<file path="config.mk">
export PLATFORM = sky130hd
export DESIGN_NAME = sptc_top
export DESIGN_NICKNAME = d
export VERILOG_FILES = /design/src/pkg/sptc_pkg.sv /design/src/rtl/sptc_strap_latch.sv /design/src/rtl/sptc_ref_timer.sv /design/src/rtl/sptc_top.sv
export SDC_FILE = /design/constraint.sdc
export NUM_CORES = 1
export LEC_CHECK = 0
export BUFFER_PORTS_ARGS = -buffer_cell sky130_fd_sc_hd__clkbuf_2
export CORE_AREA = 3 3 191 119
export CTS_CLUSTER_SIZE = 40
export DETAILED_ROUTE_END_ITERATION = 12
export DIE_AREA = 0 0 194 122
export GPL_TIMING_DRIVEN = 1
export HOLD_SLACK_MARGIN = 0.08
export PLACE_DENSITY = 0.58
export SYNTH_ARGS = -nofsm -noshare
export SYNTH_HDL_FRONTEND = slang
export SYNTH_SLANG_ARGS = --single-unit
</file>
<file path="constraint.sdc">
create_clock -name mclk -period 5.5 [get_ports mclk]
set_input_delay 1.65 -clock mclk [delete_from_list [all_inputs] [get_ports mclk]]
set_output_delay 1.65 -clock mclk [all_outputs]
set_load 0.03 [all_outputs]
</file>
<file path="src/pkg/sptc_pkg.sv">
// constants, types and decode shared by the power/time-out control block
package sptc_pkg;

   // register indices; byte address is four times the index
   localparam logic [11:0] IDX_SOFT_RESET = 12'h460;
   localparam logic [11:0] IDX_RSVD_A     = 12'h46C;
   localparam logic [11:0] IDX_PULLDOWN   = 12'h46E;
   localparam logic [11:0] IDX_POWER_SAVE = 12'h470;
   localparam logic [11:0] IDX_TIMEOUT    = 12'h472;
   localparam logic [11:0] IDX_RSVD_B     = 12'h4A0;
   localparam logic [11:0] IDX_RSVD_C     = 12'h4A2;

   // reset values and the software reset key
   localparam logic [15:0] RST_SOFT_RESET = 16'h0000;
   localparam logic [15:0] RST_PULLDOWN   = 16'h0000;
   localparam logic [15:0] RST_POWER_SAVE = 16'h0001;
   localparam logic [15:0] RST_TIMEOUT    = 16'h0001;
   localparam logic [15:0] SOFT_RESET_KEY = 16'hA55A;

   // field positions and widths
   localparam int STRAP_W        = 9;
   localparam int PS_EN_BIT      = 0;
   localparam int TO_DIS_BIT     = 0;
   localparam int TO_IRQ_DIS_BIT = 1;
   localparam int TO_FLAG_BIT    = 2;
   localparam int SEL_HI_BIT     = 8;
   localparam int SEL_LO_BIT     = 7;

   // time-out thresholds in reference clock edges
   localparam int          LIMIT_W   = 12;
   localparam logic [11:0] TO_LIMIT0 = 12'h800;
   localparam logic [11:0] TO_LIMIT1 = 12'hA00;
   localparam logic [11:0] TO_LIMIT2 = 12'hC00;

   localparam logic [1:0]  RESP_OKAY   = 2'h0;
   localparam logic [1:0]  RESP_SLVERR = 2'h2;

   typedef enum {
      sptc_reg_none, sptc_reg_soft, sptc_reg_rsvd,
      sptc_reg_pd, sptc_reg_ps, sptc_reg_to
   } sptc_reg_t;

   typedef enum {sptc_to_idle, sptc_to_release, sptc_to_reset} sptc_to_t;

   function automatic sptc_reg_t sptc_decode(input logic [15:0] a);
      sptc_reg_t r;
      r = sptc_reg_none;
      if (a[1:0] != 2'h0 || a[15:14] != 2'h0) begin
         r = sptc_reg_none;
      end else if (a[13:2] == IDX_SOFT_RESET) begin
         r = sptc_reg_soft;
      end else if (a[13:2] == IDX_PULLDOWN) begin
         r = sptc_reg_pd;
      end else if (a[13:2] == IDX_POWER_SAVE) begin
         r = sptc_reg_ps;
      end else if (a[13:2] == IDX_TIMEOUT) begin
         r = sptc_reg_to;
      end else if (a[13:2] == IDX_RSVD_A || a[13:2] == IDX_RSVD_B ||
                   a[13:2] == IDX_RSVD_C) begin
         r = sptc_reg_rsvd;
      end
      return r;
   endfunction : sptc_decode

endpackage : sptc_pkg

</file>
<file path="src/rtl/sptc_strap_latch.sv">
// captures the strap pin levels once after reset release
module sptc_strap_latch
   import sptc_pkg::*;
(
   input  wire logic               mclk,
   input  wire logic               nrst,
   input  wire logic               clk_en,
   input  wire logic [STRAP_W-1:0] pins,
   output logic      [STRAP_W-1:0] captured
);
   logic taken;

   // taken in the first enabled cycle after release, then frozen
   always_ff @(posedge mclk or negedge nrst) begin
      if (!nrst) begin
         taken    <= 1'b0;
         captured <= '0;
      end else if (clk_en && !taken) begin
         taken    <= 1'b1;
         captured <= pins;
      end
   end
endmodule : sptc_strap_latch

</file>
<file path="src/rtl/sptc_ref_timer.sv">
// counts reference clock edges while the host wait is held
module sptc_ref_timer
   import sptc_pkg::*;
(
   input  wire logic       mclk,
   input  wire logic       nrst,
   input  wire logic       clk_en,
   input  wire logic       run,
   input  wire logic       ref_clk,
   input  wire logic [1:0] sel,
   output logic            expired
);
   logic [LIMIT_W-1:0] count;
   logic [LIMIT_W-1:0] limit;
   logic               ref_q;

   always_comb begin
      case (sel)
         2'h0:    limit = TO_LIMIT0;
         2'h1:    limit = TO_LIMIT1;
         default: limit = TO_LIMIT2;
      endcase
   end

   always_ff @(posedge mclk or negedge nrst) begin
      if (!nrst) begin
         ref_q   <= 1'b0;
         count   <= '0;
         expired <= 1'b0;
      end else if (clk_en) begin
         ref_q   <= ref_clk;
         expired <= 1'b0;
         if (!run) begin
            count <= '0;
         end else if (ref_clk && !ref_q) begin
            if (count == limit - 12'h001) begin
               count   <= '0;
               expired <= 1'b1;
            end else begin
               count <= count + 12'h001;
            end
         end
      end
   end
endmodule : sptc_ref_timer

</file>
<file path="src/rtl/sptc_top.sv">
// strap pull-down control, power save and host bus time-out reset
module sptc_top
   import sptc_pkg::*;
(
   input  wire logic               mclk,
   input  wire logic               nrst,
   input  wire logic               clk_en,
   input  wire logic [15:0]        s_axi_awaddr,
   input  wire logic               s_axi_awvalid,
   output logic                    s_axi_awready,
   input  wire logic [31:0]        s_axi_wdata,
   input  wire logic [3:0]         s_axi_wstrb,
   input  wire logic               s_axi_wvalid,
   output logic                    s_axi_wready,
   output logic [1:0]              s_axi_bresp,
   output logic                    s_axi_bvalid,
   input  wire logic               s_axi_bready,
   input  wire logic [15:0]        s_axi_araddr,
   input  wire logic               s_axi_arvalid,
   output logic                    s_axi_arready,
   output logic [31:0]             s_axi_rdata,
   output logic [1:0]              s_axi_rresp,
   output logic                    s_axi_rvalid,
   input  wire logic               s_axi_rready,
   input  wire logic [STRAP_W-1:0] config_strap_pins,
   input  wire logic               primary_pll_ref,
   input  wire logic               host_wait_active,
   output logic      [STRAP_W-1:0] strap_config,
   output logic      [STRAP_W-1:0] strap_pulldown_dis,
   output logic                    io_clk_run,
   output logic                    host_wait_release,
   output logic                    device_reset,
   output logic                    irq
);

   // write channel holding state
   logic [15:0] aw_addr;
   logic        aw_have;
   logic [31:0] w_data;
   logic [3:0]  w_strb;
   logic        w_have;
   logic        wr_fire;
   sptc_reg_t   wr_reg;
   sptc_reg_t   rd_reg;

   // register contents
   logic [15:0]        soft_reset_val;
   logic [STRAP_W-1:0] pulldown_ctrl;
   logic               ps_en;
   logic               to_dis;
   logic               to_irq_dis;
   logic               to_flag;

   // time-out sequencing
   sptc_to_t    to_state;
   sptc_to_t    next_to_state;
   logic        timer_run;
   logic        timer_expired;
   logic        sync_clear;
   logic        key_hit;
   logic        to_flag_set;
   logic        to_flag_clr;
   logic [15:0] wr_val;
   logic [15:0] rd_val;
   logic [STRAP_W-1:0] strap_latched;

   // merge a 16-bit register with the two low byte lanes
   function automatic logic [15:0] lane_merge(
      input logic [15:0] old,
      input logic [31:0] data,
      input logic [3:0]  strb
   );
      logic [15:0] v;
      v = old;
      if (strb[0]) begin
         v[7:0] = data[7:0];
      end
      if (strb[1]) begin
         v[15:8] = data[15:8];
      end
      return v;
   endfunction : lane_merge

   // current value of a register as read by software
   function automatic logic [15:0] reg_image(input sptc_reg_t r);
      logic [15:0] v;
      v = 16'h0000;
      if (r == sptc_reg_soft) begin
         v = soft_reset_val;
      end else if (r == sptc_reg_pd) begin
         v[STRAP_W-1:0] = pulldown_ctrl;
      end else if (r == sptc_reg_ps) begin
         v[PS_EN_BIT] = ps_en;
      end else if (r == sptc_reg_to) begin
         v[TO_DIS_BIT]     = to_dis;
         v[TO_IRQ_DIS_BIT] = to_irq_dis;
         v[TO_FLAG_BIT]    = to_flag;
      end
      return v;
   endfunction : reg_image

   // strap capture happens once; later pull-down changes do not touch it
   sptc_strap_latch u_strap (
      .mclk     (mclk),
      .nrst     (nrst),
      .clk_en   (clk_en),
      .pins     (config_strap_pins),
      .captured (strap_latched)
   );

   sptc_ref_timer u_timer (
      .mclk    (mclk),
      .nrst    (nrst),
      .clk_en  (clk_en),
      .run     (timer_run),
      .ref_clk (primary_pll_ref),
      .sel     (strap_latched[SEL_HI_BIT:SEL_LO_BIT]),
      .expired (timer_expired)
   );

   // decode and data for the pending write and for the current read address
   always_comb begin
      wr_fire = aw_have && w_have && !s_axi_bvalid;
      wr_reg  = sptc_decode(aw_addr);
      rd_reg  = sptc_decode(s_axi_araddr);
      wr_val  = lane_merge(reg_image(wr_reg), w_data, w_strb);
      rd_val  = reg_image(rd_reg);
   end

   // key write and time-out reset share one clearing path
   always_comb begin
      key_hit    = wr_fire && wr_reg == sptc_reg_soft &&
                   wr_val == SOFT_RESET_KEY;
      sync_clear = key_hit || to_state == sptc_to_reset;
   end

   // write address channel
   always_ff @(posedge mclk or negedge nrst) begin
      if (!nrst) begin
         s_axi_awready <= 1'b1;
         aw_have       <= 1'b0;
         aw_addr       <= 16'h0000;
      end else if (clk_en) begin
         if (s_axi_awvalid && s_axi_awready) begin
            s_axi_awready <= 1'b0;
            aw_have       <= 1'b1;
            aw_addr       <= s_axi_awaddr;
         end else if (s_axi_bvalid && s_axi_bready) begin
            s_axi_awready <= 1'b1;
            aw_have       <= 1'b0;
         end
      end
   end

   // write data channel
   always_ff @(posedge mclk or negedge nrst) begin
      if (!nrst) begin
         s_axi_wready <= 1'b1;
         w_have       <= 1'b0;
         w_data       <= 32'h0000_0000;
         w_strb       <= 4'h0;
      end else if (clk_en) begin
         if (s_axi_wvalid && s_axi_wready) begin
            s_axi_wready <= 1'b0;
            w_have       <= 1'b1;
            w_data       <= s_axi_wdata;
            w_strb       <= s_axi_wstrb;
         end else if (s_axi_bvalid && s_axi_bready) begin
            s_axi_wready <= 1'b1;
            w_have       <= 1'b0;
         end
      end
   end

   // write response; reserved words accept and drop the data
   always_ff @(posedge mclk or negedge nrst) begin
      if (!nrst) begin
         s_axi_bvalid <= 1'b0;
         s_axi_bresp  <= RESP_OKAY;
      end else if (clk_en) begin
         if (wr_fire) begin
            s_axi_bvalid <= 1'b1;
            if (wr_reg == sptc_reg_none) begin
               s_axi_bresp <= RESP_SLVERR;
            end else begin
               s_axi_bresp <= RESP_OKAY;
            end
         end else if (s_axi_bready) begin
            s_axi_bvalid <= 1'b0;
         end
      end
   end

   // read channel; access in power save is not blocked, host avoids it
   always_ff @(posedge mclk or negedge nrst) begin
      if (!nrst) begin
         s_axi_arready <= 1'b1;
         s_axi_rvalid  <= 1'b0;
         s_axi_rdata   <= 32'h0000_0000;
         s_axi_rresp   <= RESP_OKAY;
      end else if (clk_en) begin
         if (s_axi_arvalid && s_axi_arready) begin
            s_axi_arready <= 1'b0;
            s_axi_rvalid  <= 1'b1;
            s_axi_rdata   <= {16'h0000, rd_val};
            if (rd_reg == sptc_reg_none) begin
               s_axi_rresp <= RESP_SLVERR;
            end else begin
               s_axi_rresp <= RESP_OKAY;
            end
         end else if (s_axi_rvalid && s_axi_rready) begin
            s_axi_rvalid  <= 1'b0;
            s_axi_arready <= 1'b1;
         end
      end
   end

   // software reset register; the key itself never reads back
   always_ff @(posedge mclk or negedge nrst) begin
      if (!nrst) begin
         soft_reset_val <= RST_SOFT_RESET;
      end else if (clk_en) begin
         if (sync_clear) begin
            soft_reset_val <= RST_SOFT_RESET;
         end else if (wr_fire && wr_reg == sptc_reg_soft) begin
            soft_reset_val <= wr_val;
         end
      end
   end

   // pull-down control, one bit per strap pin
   always_ff @(posedge mclk or negedge nrst) begin
      if (!nrst) begin
         pulldown_ctrl <= RST_PULLDOWN[STRAP_W-1:0];
      end else if (clk_en) begin
         if (sync_clear) begin
            pulldown_ctrl <= RST_PULLDOWN[STRAP_W-1:0];
         end else if (wr_fire && wr_reg == sptc_reg_pd) begin
            pulldown_ctrl <= wr_val[STRAP_W-1:0];
         end
      end
   end

   // power save enable; comes out of reset set
   always_ff @(posedge mclk or negedge nrst) begin
      if (!nrst) begin
         ps_en <= RST_POWER_SAVE[PS_EN_BIT];
      end else if (clk_en) begin
         if (sync_clear) begin
            ps_en <= RST_POWER_SAVE[PS_EN_BIT];
         end else if (wr_fire && wr_reg == sptc_reg_ps) begin
            ps_en <= wr_val[PS_EN_BIT];
         end
      end
   end

   // time-out control bits
   always_ff @(posedge mclk or negedge nrst) begin
      if (!nrst) begin
         to_dis     <= RST_TIMEOUT[TO_DIS_BIT];
         to_irq_dis <= RST_TIMEOUT[TO_IRQ_DIS_BIT];
      end else if (clk_en) begin
         if (sync_clear) begin
            to_dis     <= RST_TIMEOUT[TO_DIS_BIT];
            to_irq_dis <= RST_TIMEOUT[TO_IRQ_DIS_BIT];
         end else if (wr_fire && wr_reg == sptc_reg_to) begin
            to_dis     <= wr_val[TO_DIS_BIT];
            to_irq_dis <= wr_val[TO_IRQ_DIS_BIT];
         end
      end
   end

   // flag must outlive the reset it reports, so the time-out clear
   // path leaves it alone and sets it instead
   always_comb begin
      to_flag_set = to_state == sptc_to_reset;
      to_flag_clr = key_hit || (wr_fire && wr_reg == sptc_reg_to &&
                    wr_val[TO_IRQ_DIS_BIT]);
   end

   always_ff @(posedge mclk or negedge nrst) begin
      if (!nrst) begin
         to_flag <= 1'b0;
      end else if (clk_en) begin
         if (to_flag_set) begin
            to_flag <= 1'b1;
         end else if (to_flag_clr) begin
            to_flag <= 1'b0;
         end
      end
   end

   // count only while the host wait is held and the function is on
   always_comb begin
      timer_run = host_wait_active && !to_dis &&
                  to_state == sptc_to_idle;
   end

   always_comb begin
      next_to_state = to_state;
      case (to_state)
         sptc_to_idle: begin
            if (timer_expired) begin
               next_to_state = sptc_to_release;
            end
         end
         sptc_to_release: begin
            next_to_state = sptc_to_reset;
         end
         sptc_to_reset: begin
            next_to_state = sptc_to_idle;
         end
         default: begin
            next_to_state = sptc_to_idle;
         end
      endcase
   end

   always_ff @(posedge mclk or negedge nrst) begin
      if (!nrst) begin
         to_state <= sptc_to_idle;
      end else if (clk_en) begin
         to_state <= next_to_state;
      end
   end

   // wait release leads the reset pulse by two cycles
   always_ff @(posedge mclk or negedge nrst) begin
      if (!nrst) begin
         host_wait_release <= 1'b0;
         device_reset      <= 1'b0;
      end else if (clk_en) begin
         host_wait_release <= next_to_state == sptc_to_release;
         device_reset      <= sync_clear;
      end
   end

   // registered outputs; irq lags the flag by one cycle
   always_ff @(posedge mclk or negedge nrst) begin
      if (!nrst) begin
         irq                <= 1'b0;
         io_clk_run         <= 1'b0;
         strap_pulldown_dis <= '0;
         strap_config       <= '0;
      end else if (clk_en) begin
         irq                <= to_flag && !to_irq_dis;
         io_clk_run         <= !ps_en;
         strap_pulldown_dis <= pulldown_ctrl;
         strap_config       <= strap_latched;
      end
   end

endmodule : sptc_top

</file>
==> results of run 1 <==
## synthesized netlist by cell type (all sizes together), types with 3 or more instances
master / n
nand2: 48
o22ai: 10
o21ai: 37
nand4: 7
nor3: 9
inv: 21
nor2: 43
a31oi: 4
dfrtp: 161
nor4b: 6
a41oi: 3
a22o: 17
nor3b: 3
nand3: 22
o31ai: 12
a221o: 4
nand4b: 5
nor4bb: 3
buf: 23
mux2: 63
and2: 31
a211oi: 4
xnor2: 5
or3: 3
nand2b: 5
a21oi: 26
nor2b: 9
clkbuf: 17
nor4: 14
xor2: 3
a31o: 4
or4: 3
and3: 3
dfstp: 5
## layer usage
metal,track usage (%),wire length (µm)
met5,0,0
met2,20.5,7000
met1,25.7,10200
met3,6.74,1500
met4,3.68,164
## registers in the layout, summed over array words and instances (netlist names), 2 cells and up
register and count:
u_strap.captured 9, s_axi_rdata 16, pulldown_ctrl 9, w_data 16, w_strb 2, strap_pulldown_dis 9, aw_addr 16, strap_config 9
to_state 32, u_timer.count 12, soft_reset_val 16
## final timing paths
check / startpoint / to / slack, ns
setup / recovery: s_axi_araddr[11] / s_axi_rdata[11]$_DFFE_PN0P_ / 1.75
hold / removal: u_strap.taken$_DFFE_PN0P_ / u_strap.taken$_DFFE_PN0P_ / 0.47
setup reg to reg: aw_addr[1]$_DFFE_PN0P_ / pulldown_ctrl[0]$_DFFE_PN0P_ / 2.03
hold reg to reg: u_strap.taken$_DFFE_PN0P_ / u_strap.taken$_DFFE_PN0P_ / 0.47
max in group asynchronous: nrst / strap_config[2]$_DFFE_PN0P_ / 3.35
min in group asynchronous: nrst / s_axi_rdata[12]$_DFFE_PN0P_ / 1.21
## power groups by stage
stage / clock [mW] / sequential, mW / combinational [mW]
2_1_floorplan: 0 / 1.69 / 0.533
3_3_place_gp: 0 / 1.71 / 0.797
3_5_place_dp: 0 / 1.71 / 0.806
4_1_cts: 1.15 / 1.69 / 0.811
5_1_grt: 1.20 / 1.73 / 0.889
6_report: 1.11 / 1.69 / 0.807
## metrics by stage
stage	area, µm²	std cells	power, mW	utilization (%)
after floorplan	7600	678	2.23	-
after global placement	8350	1037	2.51	39.9
after detailed placement	8350	1037	2.52	39.9
after CTS	8900	1069	3.65	42.5
after global routing	8900	1069	3.82	42.5
final	8900	1069	3.61	42.5
## worst register-to-register path, delay by kind of cell (launching register included)
kind            cells  cell delay, ns
compound gates      4            1.12
flops               1            0.39
simple gates        4            1.81
## cells in the final DEF (no fill, tap or decap), drive strengths merged, types with 8 or more instances in the layout
| cell type | Yosys | layout |
|---|---|---|
| o31ai | 12 | 12 |
| mux2 | 63 | 63 |
| nor3 | 9 | 9 |
| conb | 1 | 18 |
| clkbuf | 17 | 132 |
| a22o | 17 | 17 |
| nor2 | 43 | 43 |
| inv | 21 | 24 |
| a21oi | 26 | 26 |
| nand3 | 22 | 22 |
| nor4 | 14 | 14 |
| dfrtp | 161 | 161 |
| buf | 23 | 8 |
| and2 | 31 | 31 |
| o22ai | 10 | 10 |
| o21ai | 37 | 37 |
| nand2 | 48 | 48 |
| nor2b | 9 | 9 |
## cells by family after synthesis
kind of cell / after synthesis / share of synthesized area [%]
AOI/OAI and AO/OA: 136 / 12.9
and+or+nand+nor: 224 / 17.0
DFF: 166 / 55.2
muxes: 64 / 9.55
xor gates and xnor gates: 8 / 0.930
other: 1 / 0.0498
adders and majority gates: 1 / 0.166
buffers and inverters: 61 / 4.17
## final cells by class
| class | count | area [µm²] | area share (%) |
|---|---|---|---|
| sequential | 166 | 4160 | 46.7 |
| timing repair buffer | 120 | 637 | 7.15 |
| inverter | 21 | 78.8 | 0.885 |
| tap | 279 | 349 | 3.92 |
| clock inverter | 12 | 96.3 | 1.08 |
| multi-input combinational | 451 | 3130 | 35.1 |
| clock buffer | 20 | 457 | 5.13 |
==> impl_metrics.yaml, run 1 <==
detailed_routing:
  detail-route-antenna-nets: 0
  routed_via_density: 5.09
  avgRoutedWirePerCell_um: 17.6
  drcViolationCount: 0
  drt_iter0_drc: 400
  totalWireLength_um: 18800
  route.vias.total: 5442
  drt_first_pass_iters: 5
clock_tree:
  tritoncts: "built"
  worst_setup_hold_path_clk_slew_ns: 0.07
  cts.repair_timing.setup_buffer_count: 0
  clock_sink_count: 166
  holdBufCountCts: 0
  tritoncts.num_buffers: 17
  cts_max_level: 4
  cts_buffer_depth: 2
  clock-root-buffer: "sky130_fd_sc_hd__clkbuf_16"
  resized_after_cts: 0
  clk_latency_ns: 0.43
place:
  place_congestion: 0.890
  pre_cts_ws_ns: 1.32
  port-buffer-count: 113
  place_hpwl_um: 13800
worst_setup_path:
  cp_cell_sequence: "clkbuf_2 > nor4b_1 > nand4b_1 > or3b_2 > a21oi_1 > o21ai_1 > nand2b_1 > nor2_1 > a22o_1"
  crit_cells: 9
  setup.worst_path.end_class: "register"
  slowest_delay_ns: 0.53
  timing.critical_path.required_ns: 5.86
  timing.reg2reg.worst_path_depth: 8
  largest_delay_share_family_worst_path: "simple AND/OR/NAND/NOR gates"
  cp.arrival_ns: 4.11
  worst_path_max_delay_cell: "sky130_fd_sc_hd__or3b_2"
  start_kind: "input port"
  timing.critical_path.buf_inv: 1
  path_max_fanout: 10
  critPathKind: "in2reg"
synthesis:
  dominant_register_cell_in_the_synthesized_netlist: "sky130_fd_sc_hd__dfrtp_1"
  synth_async_sr_flop_share_pct: 100
  synth_top_area_cell: "sky130_fd_sc_hd__dfrtp_1"
  syn-mean-instance-area_um2: 11.4
  yosysSeqAreaShare_pct: 55.2
  yosys.cell_types.count: 73
  synth-seq-cells: 166
  synth_edf_count: 0
  warnings_from_yosys: 0
  synth_top_area_share_pct: 53.5
  synth_area_leaders: "sky130_fd_sc_hd__dfrtp_1 (53%), sky130_fd_sc_hd__mux2_2 (9.4%), sky130_fd_sc_hd__and2_1 (2.6%)"
  mappedNetlistArea_um2: 7540
  synth_cells: 661
die:
  floorplan.die.height_um: 122
  core_area_um2: 20900
  die_width_um: 194
  ios: 150
  floorplan.die_area_um2: 23700
  initial_utilization_pct: 36.0
  placement_rows: 41
power_and_ir_drop:
  leakagePower_nw: 4.04
  seqPwrFrac_pct: 46.8
  clockPowerShare_pct: 30.8
  power.density_nw_per_um2: 406
  p_comb_share_pct: 22.4
  vdd_ir_drop_max_v: 0.000233
  power.net_switching_mw: 1.22
  power.share.switching_pct: 33.8
  internal_power_mw: 2.39
sta:
  min_period_ns: 3.75
  fin_worst_skew_ns: 0.00904
  maximum_clock_rate_mhz: 267
  fin_worst_hold_slack_ns: 0.472
  final_setup_viols: 0
  report.final.hold_viol_count: 0
  slew_viol_final: 0
  max_slew_margin_pct: 12.8
  layout_setup_ws_ns: 1.75
  max_slew.worst_pin.slew_ns: 1.29
  rsz0062_at_grt: "no"
  period_share_pct: 68.1
  fin_tns_setup_ns: 0
finish:
  finish.net_count: 865
  layout-area-overhead-vs-synth_pct: 18.1
  num_antenna_cells: 0
  n_fill_cell: 2032
  layout-drive-gt1-share_pct: 31.0
flow_run:
  cap_violations: 0
global_routing:
  globalRouteOverflowTotal: 0
  via_count_of_the_first_global_routing_pass: 5215
  grt_max_degree: 101
  groute.usage.overall_pct: 16.4
  antenna_violations_before_repair: 0
  grt_first_pass_wirelength_um: 30100
worst_hold_path:
  timing.hold.worst.class: "reg2reg"
  whs_path_depth: 1
status:
  status: "completed"
(Power assumes the default switching activity.)
==> run 2, diff against run 1 <==
==> constraint.sdc (replaced) <==
create_clock -name mclk -period 3.6 [get_ports mclk]
set_input_delay 1.08 -clock mclk [delete_from_list [all_inputs] [get_ports mclk]]
set_output_delay 1.08 -clock mclk [all_outputs]
set_load 0.03 [all_outputs]
==> impl_metrics.yaml, run 2 (same netlist as run 1, synthesis figures left out) <==
flow_run:
  cap_violations: 0
sta:
  fin_tns_setup_ns: 0
  rsz0062_at_grt: "no"
  final_setup_viols: 0
  slew_viol_final: 0
  max_slew.worst_pin.slew_ns: 1.33
  min_period_ns: 3.25
  fin_worst_skew_ns: 0.00837
  maximum_clock_rate_mhz: 308
  max_slew_margin_pct: 10.4
  fin_worst_hold_slack_ns: 0.465
  period_share_pct: 90.2
  report.final.hold_viol_count: 0
worst_setup_path:
  setup.worst_path.end_class: "register"
  critPathKind: "reg2reg"
  timing.reg2reg.worst_path_depth: 8
  worst_r2r_startpoint: "aw_addr[11]$_DFFE_PN0P_"
  critical_path.reg2reg.endpoint: "pulldown_ctrl[0]$_DFFE_PN0P_"
  timing.critical_path.required_ns: 3.87
  r2r_slack_ns: 0.35
  start_kind: "register"
  cp.arrival_ns: 3.52
  path_max_fanout: 8
finish:
  num_antenna_cells: 0
  regArea_um2: 4160
  layout-drive-gt1-share_pct: 32.3
  n_fill_cell: 1991
  multi_input_comb_area_um2: 3130
  largest_register_ffs: 32
  largest-register: "to_state"
  fin_area_um2: 9060
  final_cell_mix: "sky130_fd_sc_hd__dfrtp_1 (161), sky130_fd_sc_hd__clkbuf_2 (112), sky130_fd_sc_hd__mux2_2 (63)"
  layout_commonest_cell: "sky130_fd_sc_hd__dfrtp_1"
  finish.net_count: 880
  layout-area-overhead-vs-synth_pct: 20.2
detailed_routing:
  drcViolationCount: 0
  routed_via_density: 5.12
  avgRoutedWirePerCell_um: 17.4
  totalWireLength_um: 18800
  drt_first_pass_iters: 5
  detail-route-antenna-nets: 0
  route.vias.total: 5555
  drt_iter0_drc: 391
place:
  dpl-instance-area_um2: 8480
  place_congestion: 0.829
  port-buffer-count: 113
  place_hpwl_um: 14000
power_and_ir_drop:
  internal_power_mw: 3.78
  power.share.switching_pct: 33.2
  power.density_nw_per_um2: 625
  vdd_ir_drop_max_v: 0.000330
  clockPowerShare_pct: 31.7
  power.net_switching_mw: 1.88
  seqPwrFrac_pct: 45.8
  leakagePower_nw: 4.13
  p_comb_share_pct: 22.5
clock_tree:
  cts.repair_timing.setup_buffer_count: 0
  clock_sink_count: 166
  tritoncts: "built"
  resized_after_cts: 0
  clk_latency_ns: 0.43
  cts_max_level: 4
  cts_buffer_depth: 2
  holdBufCountCts: 0
  worst_setup_hold_path_clk_slew_ns: 0.06
  tritoncts.num_buffers: 17
  clock-root-buffer: "sky130_fd_sc_hd__clkbuf_16"
global_routing:
  via_count_of_the_first_global_routing_pass: 5232
  grt_max_degree: 69
  globalRouteOverflowTotal: 0
  grt_first_pass_wirelength_um: 29900
  groute.usage.overall_pct: 16.3
  antenna_violations_before_repair: 0
die:
  floorplan.die.height_um: 122
  core_area_um2: 20900
  ios: 150
  initial_utilization_pct: 36.0
  die_width_um: 194
  placement_rows: 41
  floorplan.die_area_um2: 23700
status:
  status: "completed"
worst_hold_path:
  whs_path_depth: 1
  hp-start: "u_strap.taken$_DFFE_PN0P_"
  worst_hold_path.endpoint: "u_strap.taken$_DFFE_PN0P_"
  timing.hold.worst.class: "reg2reg"
## run 2: cell count changes in the layout (fill, tap and decap cells not counted)
cell / change
sky130_fd_sc_hd__buf_12: +1
sky130_fd_sc_hd__inv_6: +1
sky130_fd_sc_hd__clkinv_4: -4
sky130_fd_sc_hd__clkbuf_8: -2
sky130_fd_sc_hd__bufinv_16: +2
sky130_fd_sc_hd__clkinvlp_4: +3
sky130_fd_sc_hd__buf_4: +14
## run 2: power groups by stage
stage	Sequential, mW	Combinational [mW]	Clock (mW)
finish	2.59	1.27	1.80
global route	2.64	1.38	1.94
CTS	2.58	1.27	1.86
detailed placement	2.62	1.27	0
global placement	2.61	1.25	0
floorplan	2.58	0.815	0
## run 2: area by class of cell
| class | count | share of cell area [%] |
|---|---|---|
| clock buffers | 18 | 4.74 |
| clock inverters | 14 | 1.69 |
| inverters | 21 | 0.870 |
| multi-input cells | 451 | 34.5 |
| flip-flops and latches | 166 | 45.9 |
| well taps | 279 | 3.85 |
| repair buffers | 135 | 8.41 |
## run 2: worst max-delay path by stage
stage / end / start / depth (start not counted)
after global routing: pulldown_ctrl[0]$_DFFE_PN0P_ / aw_addr[11]$_DFFE_PN0P_ / 8
after detailed placement: s_axi_rdata[12]$_DFFE_PN0P_ / s_axi_araddr[11] / 9
final: pulldown_ctrl[0]$_DFFE_PN0P_ / aw_addr[11]$_DFFE_PN0P_ / 8
after CTS: pulldown_ctrl[0]$_DFFE_PN0P_ / aw_addr[11]$_DFFE_PN0P_ / 8
after floorplan: s_axi_rdata[10]$_DFFE_PN0P_ / s_axi_araddr[11] / 8
after global placement: s_axi_rdata[14]$_DFFE_PN0P_ / s_axi_araddr[11] / 9
## run 2: critical path, stage by stage, from the launching register on
cell	delay [ns]
sky130_fd_sc_hd__dfrtp_1	0.41
sky130_fd_sc_hd__or4b_1	0.72
sky130_fd_sc_hd__nor4_4	0.56
sky130_fd_sc_hd__buf_4	0.23
sky130_fd_sc_hd__o311a_1	0.16
sky130_fd_sc_hd__o31a_1	0.23
sky130_fd_sc_hd__a41oi_2	0.22
sky130_fd_sc_hd__nand3_1	0.39
sky130_fd_sc_hd__o22ai_1	0.17
## run 2: per-stage QoR
step	utilization, %	power [mW]	cells	worst slack [ns]
after floorplan	-	3.40	678	0.564
after global routing	43.3	5.96	1084	0.229
after detailed placement	40.5	3.88	1052	0.300
final	43.3	5.66	1084	0.353
after CTS	43.3	5.71	1084	0.402
after global placement	40.5	3.86	1052	0.303
## run 2: routing by layer
layer  track usage (%)  part of all wire, %
met4              4.98                  1.4
met5                 0                    0
met2              19.2                   36
met3              4.84                  7.4
met1              27.0                   55
==> run 3, diff against run 2 <==
--- a/config.mk
+++ b/config.mk
@@ -13,6 +13,7 @@
 export GPL_TIMING_DRIVEN = 1
 export HOLD_SLACK_MARGIN = 0.08
 export PLACE_DENSITY = 0.58
+export SETUP_SLACK_MARGIN = 0.5
 export SYNTH_ARGS = -nofsm -noshare
 export SYNTH_HDL_FRONTEND = slang
 export SYNTH_SLANG_ARGS = --single-unit
==> impl_metrics.yaml, run 3 (same netlist as run 1, synthesis figures left out) <==
finish:
  layout-drive-gt1-share_pct: 33.1
  layout-area-overhead-vs-synth_pct: 20.7
  largest-register: "to_state"
  largest_register_ffs: 32
  final_cell_mix: "sky130_fd_sc_hd__dfrtp_1 (161), sky130_fd_sc_hd__clkbuf_2 (112), sky130_fd_sc_hd__mux2_2 (63)"
  final_core_utilization_pct: 43.5
  num_antenna_cells: 0
  finish.net_count: 882
  fin_area_um2: 9090
  post_layout_nonfiller_instances: 1086
  layout_commonest_cell: "sky130_fd_sc_hd__dfrtp_1"
clock_tree:
  clock-root-buffer: "sky130_fd_sc_hd__clkbuf_16"
  clk_latency_ns: 0.43
  tritoncts.num_buffers: 17
  clock_sink_count: 166
  cts_buffer_depth: 2
  cts_max_level: 4
  worst_setup_hold_path_clk_slew_ns: 0.07
  holdBufCountCts: 0
  tritoncts: "built"
worst_setup_path:
  critPathKind: "reg2reg"
  start_kind: "register"
  slowest_delay_ns: 0.63
  largest_delay_share_family_worst_path: "simple AND/OR/NAND/NOR gates"
  timing.critical_path.required_ns: 3.90
  cp.arrival_ns: 3.24
  cp_cell_sequence: "or4b_4 > nor4_4 > buf_4 > buf_4 > o311a_1 > o31a_1 > a41oi_4 > a21oi_2 > buf_4 > o22ai_1"
  timing.critical_path.buf_inv: 3
  path_max_fanout: 6
  setup.worst_path.end_class: "register"
  critical_path.most_common_cell: "sky130_fd_sc_hd__buf_4"
  worst_path_max_delay_cell: "sky130_fd_sc_hd__or4b_4"
die:
  floorplan.die.height_um: 122
  core_area_um2: 20900
  floorplan.die_area_um2: 23700
  ios: 150
  placement_rows: 41
  initial_utilization_pct: 36.0
  die_width_um: 194
place:
  pre_cts_ws_ns: 0.300
  dp.cells: 1052
  place_hpwl_um: 14000
  dpl-instance-area_um2: 8480
  place_congestion: 0.829
  port-buffer-count: 113
power_and_ir_drop:
  vdd_ir_drop_max_v: 0.000330
  internal_power_mw: 3.79
  leakagePower_nw: 4.14
  clockPowerShare_pct: 31.7
  seqPwrFrac_pct: 45.7
  power.share.switching_pct: 33.2
  p_comb_share_pct: 22.6
  power.density_nw_per_um2: 624
  power.total_mw: 5.67
  power.net_switching_mw: 1.89
sta:
  max_slew_margin_pct: 9.31
  fin_tns_setup_ns: 0
  report.final.hold_viol_count: 0
  min_period_ns: 2.94
  maximum_clock_rate_mhz: 340
  slew_viol_final: 0
  rsz0062_at_grt: "no"
  period_share_pct: 81.6
  final_setup_viols: 0
  layout_setup_ws_ns: 0.662
  max_slew.worst_pin.slew_ns: 1.35
  fin_worst_hold_slack_ns: 0.465
  fin_worst_skew_ns: 0.00857
detailed_routing:
  drt_iter0_drc: 422
  route.vias.total: 5479
  detail-route-antenna-nets: 0
  drt_first_pass_iters: 4
  routed_via_density: 5.05
  drcViolationCount: 0
  avgRoutedWirePerCell_um: 17.3
  totalWireLength_um: 18800
global_routing:
  globalRouteOverflowTotal: 0
  grt_first_pass_wirelength_um: 30000
  antenna_violations_before_repair: 0
  grt_max_degree: 69
  via_count_of_the_first_global_routing_pass: 5247
  groute.usage.overall_pct: 16.3
flow_run:
  cap_violations: 0
worst_hold_path:
  timing.hold.worst.class: "reg2reg"
status:
  status: "completed"
## run 3: cell count changes in the layout (fill, tap and decap cells not counted)
cell                      change
sky130_fd_sc_hd__buf_4        +2
sky130_fd_sc_hd__nand3_1      -2
sky130_fd_sc_hd__nand3_2      +2
sky130_fd_sc_hd__nand2_1      -1
sky130_fd_sc_hd__nand2_2      +1
sky130_fd_sc_hd__o22ai_1      -1
sky130_fd_sc_hd__o22ai_2      +1
sky130_fd_sc_hd__or4b_1       -1
sky130_fd_sc_hd__or4b_4       +1
## run 3: power by group through the flow
stage	Combinational, mW	Clock [mW]	Sequential (mW)
after detailed placement	1.27	0	2.62
after global routing	1.40	1.94	2.64
final	1.28	1.80	2.59
after floorplan	0.815	0	2.58
after CTS	1.28	1.86	2.58
after global placement	1.25	0	2.61
## run 3: final cells by class
| type | instances | area [µm²] |
|---|---|---|
| timing repair buffer | 137 | 777 |
| clock buffer | 18 | 429 |
| fill | 1988 | 11800 |
| sequential | 166 | 4160 |
| tap | 279 | 349 |
| clock inverter | 14 | 153 |
| inverter | 21 | 78.8 |
| multi-input combinational | 451 | 3150 |
## run 3: worst paths after layout
kind                                           start                            to  slack (ns)  depth (start not counted)
max                          aw_addr[11]$_DFFE_PN0P_  pulldown_ctrl[6]$_DFFE_PN0P_        0.66                         10
min                        u_strap.taken$_DFFE_PN0P_     u_strap.taken$_DFFE_PN0P_        0.46                          1
max reg2reg                  aw_addr[11]$_DFFE_PN0P_  pulldown_ctrl[6]$_DFFE_PN0P_        0.66                         10
min reg2reg                u_strap.taken$_DFFE_PN0P_     u_strap.taken$_DFFE_PN0P_        0.46                          1
max in group asynchronous                       nrst            to_dis$_DFFE_PN1P_        2.16                          2
min in group asynchronous                       nrst   s_axi_rdata[12]$_DFFE_PN0P_        0.65                          1
## run 3: routing by layer
| layer | GRT usage (%) | wire (µm) |
|---|---|---|
| met1 | 27.0 | 10500 |
| met2 | 19.2 | 6720 |
| met3 | 5.03 | 1300 |
| met4 | 4.98 | 265 |
| met5 | 0 | 0 |
## run 3: what timing repair did
item / 4_1_cts / 5_1_grt
resized for setup: 2 / 3
pin swaps: 1 / 0
setup endpoints to repair: 18 / 23
gates cloned: 0 / 0
setup buffers: 2 / 0
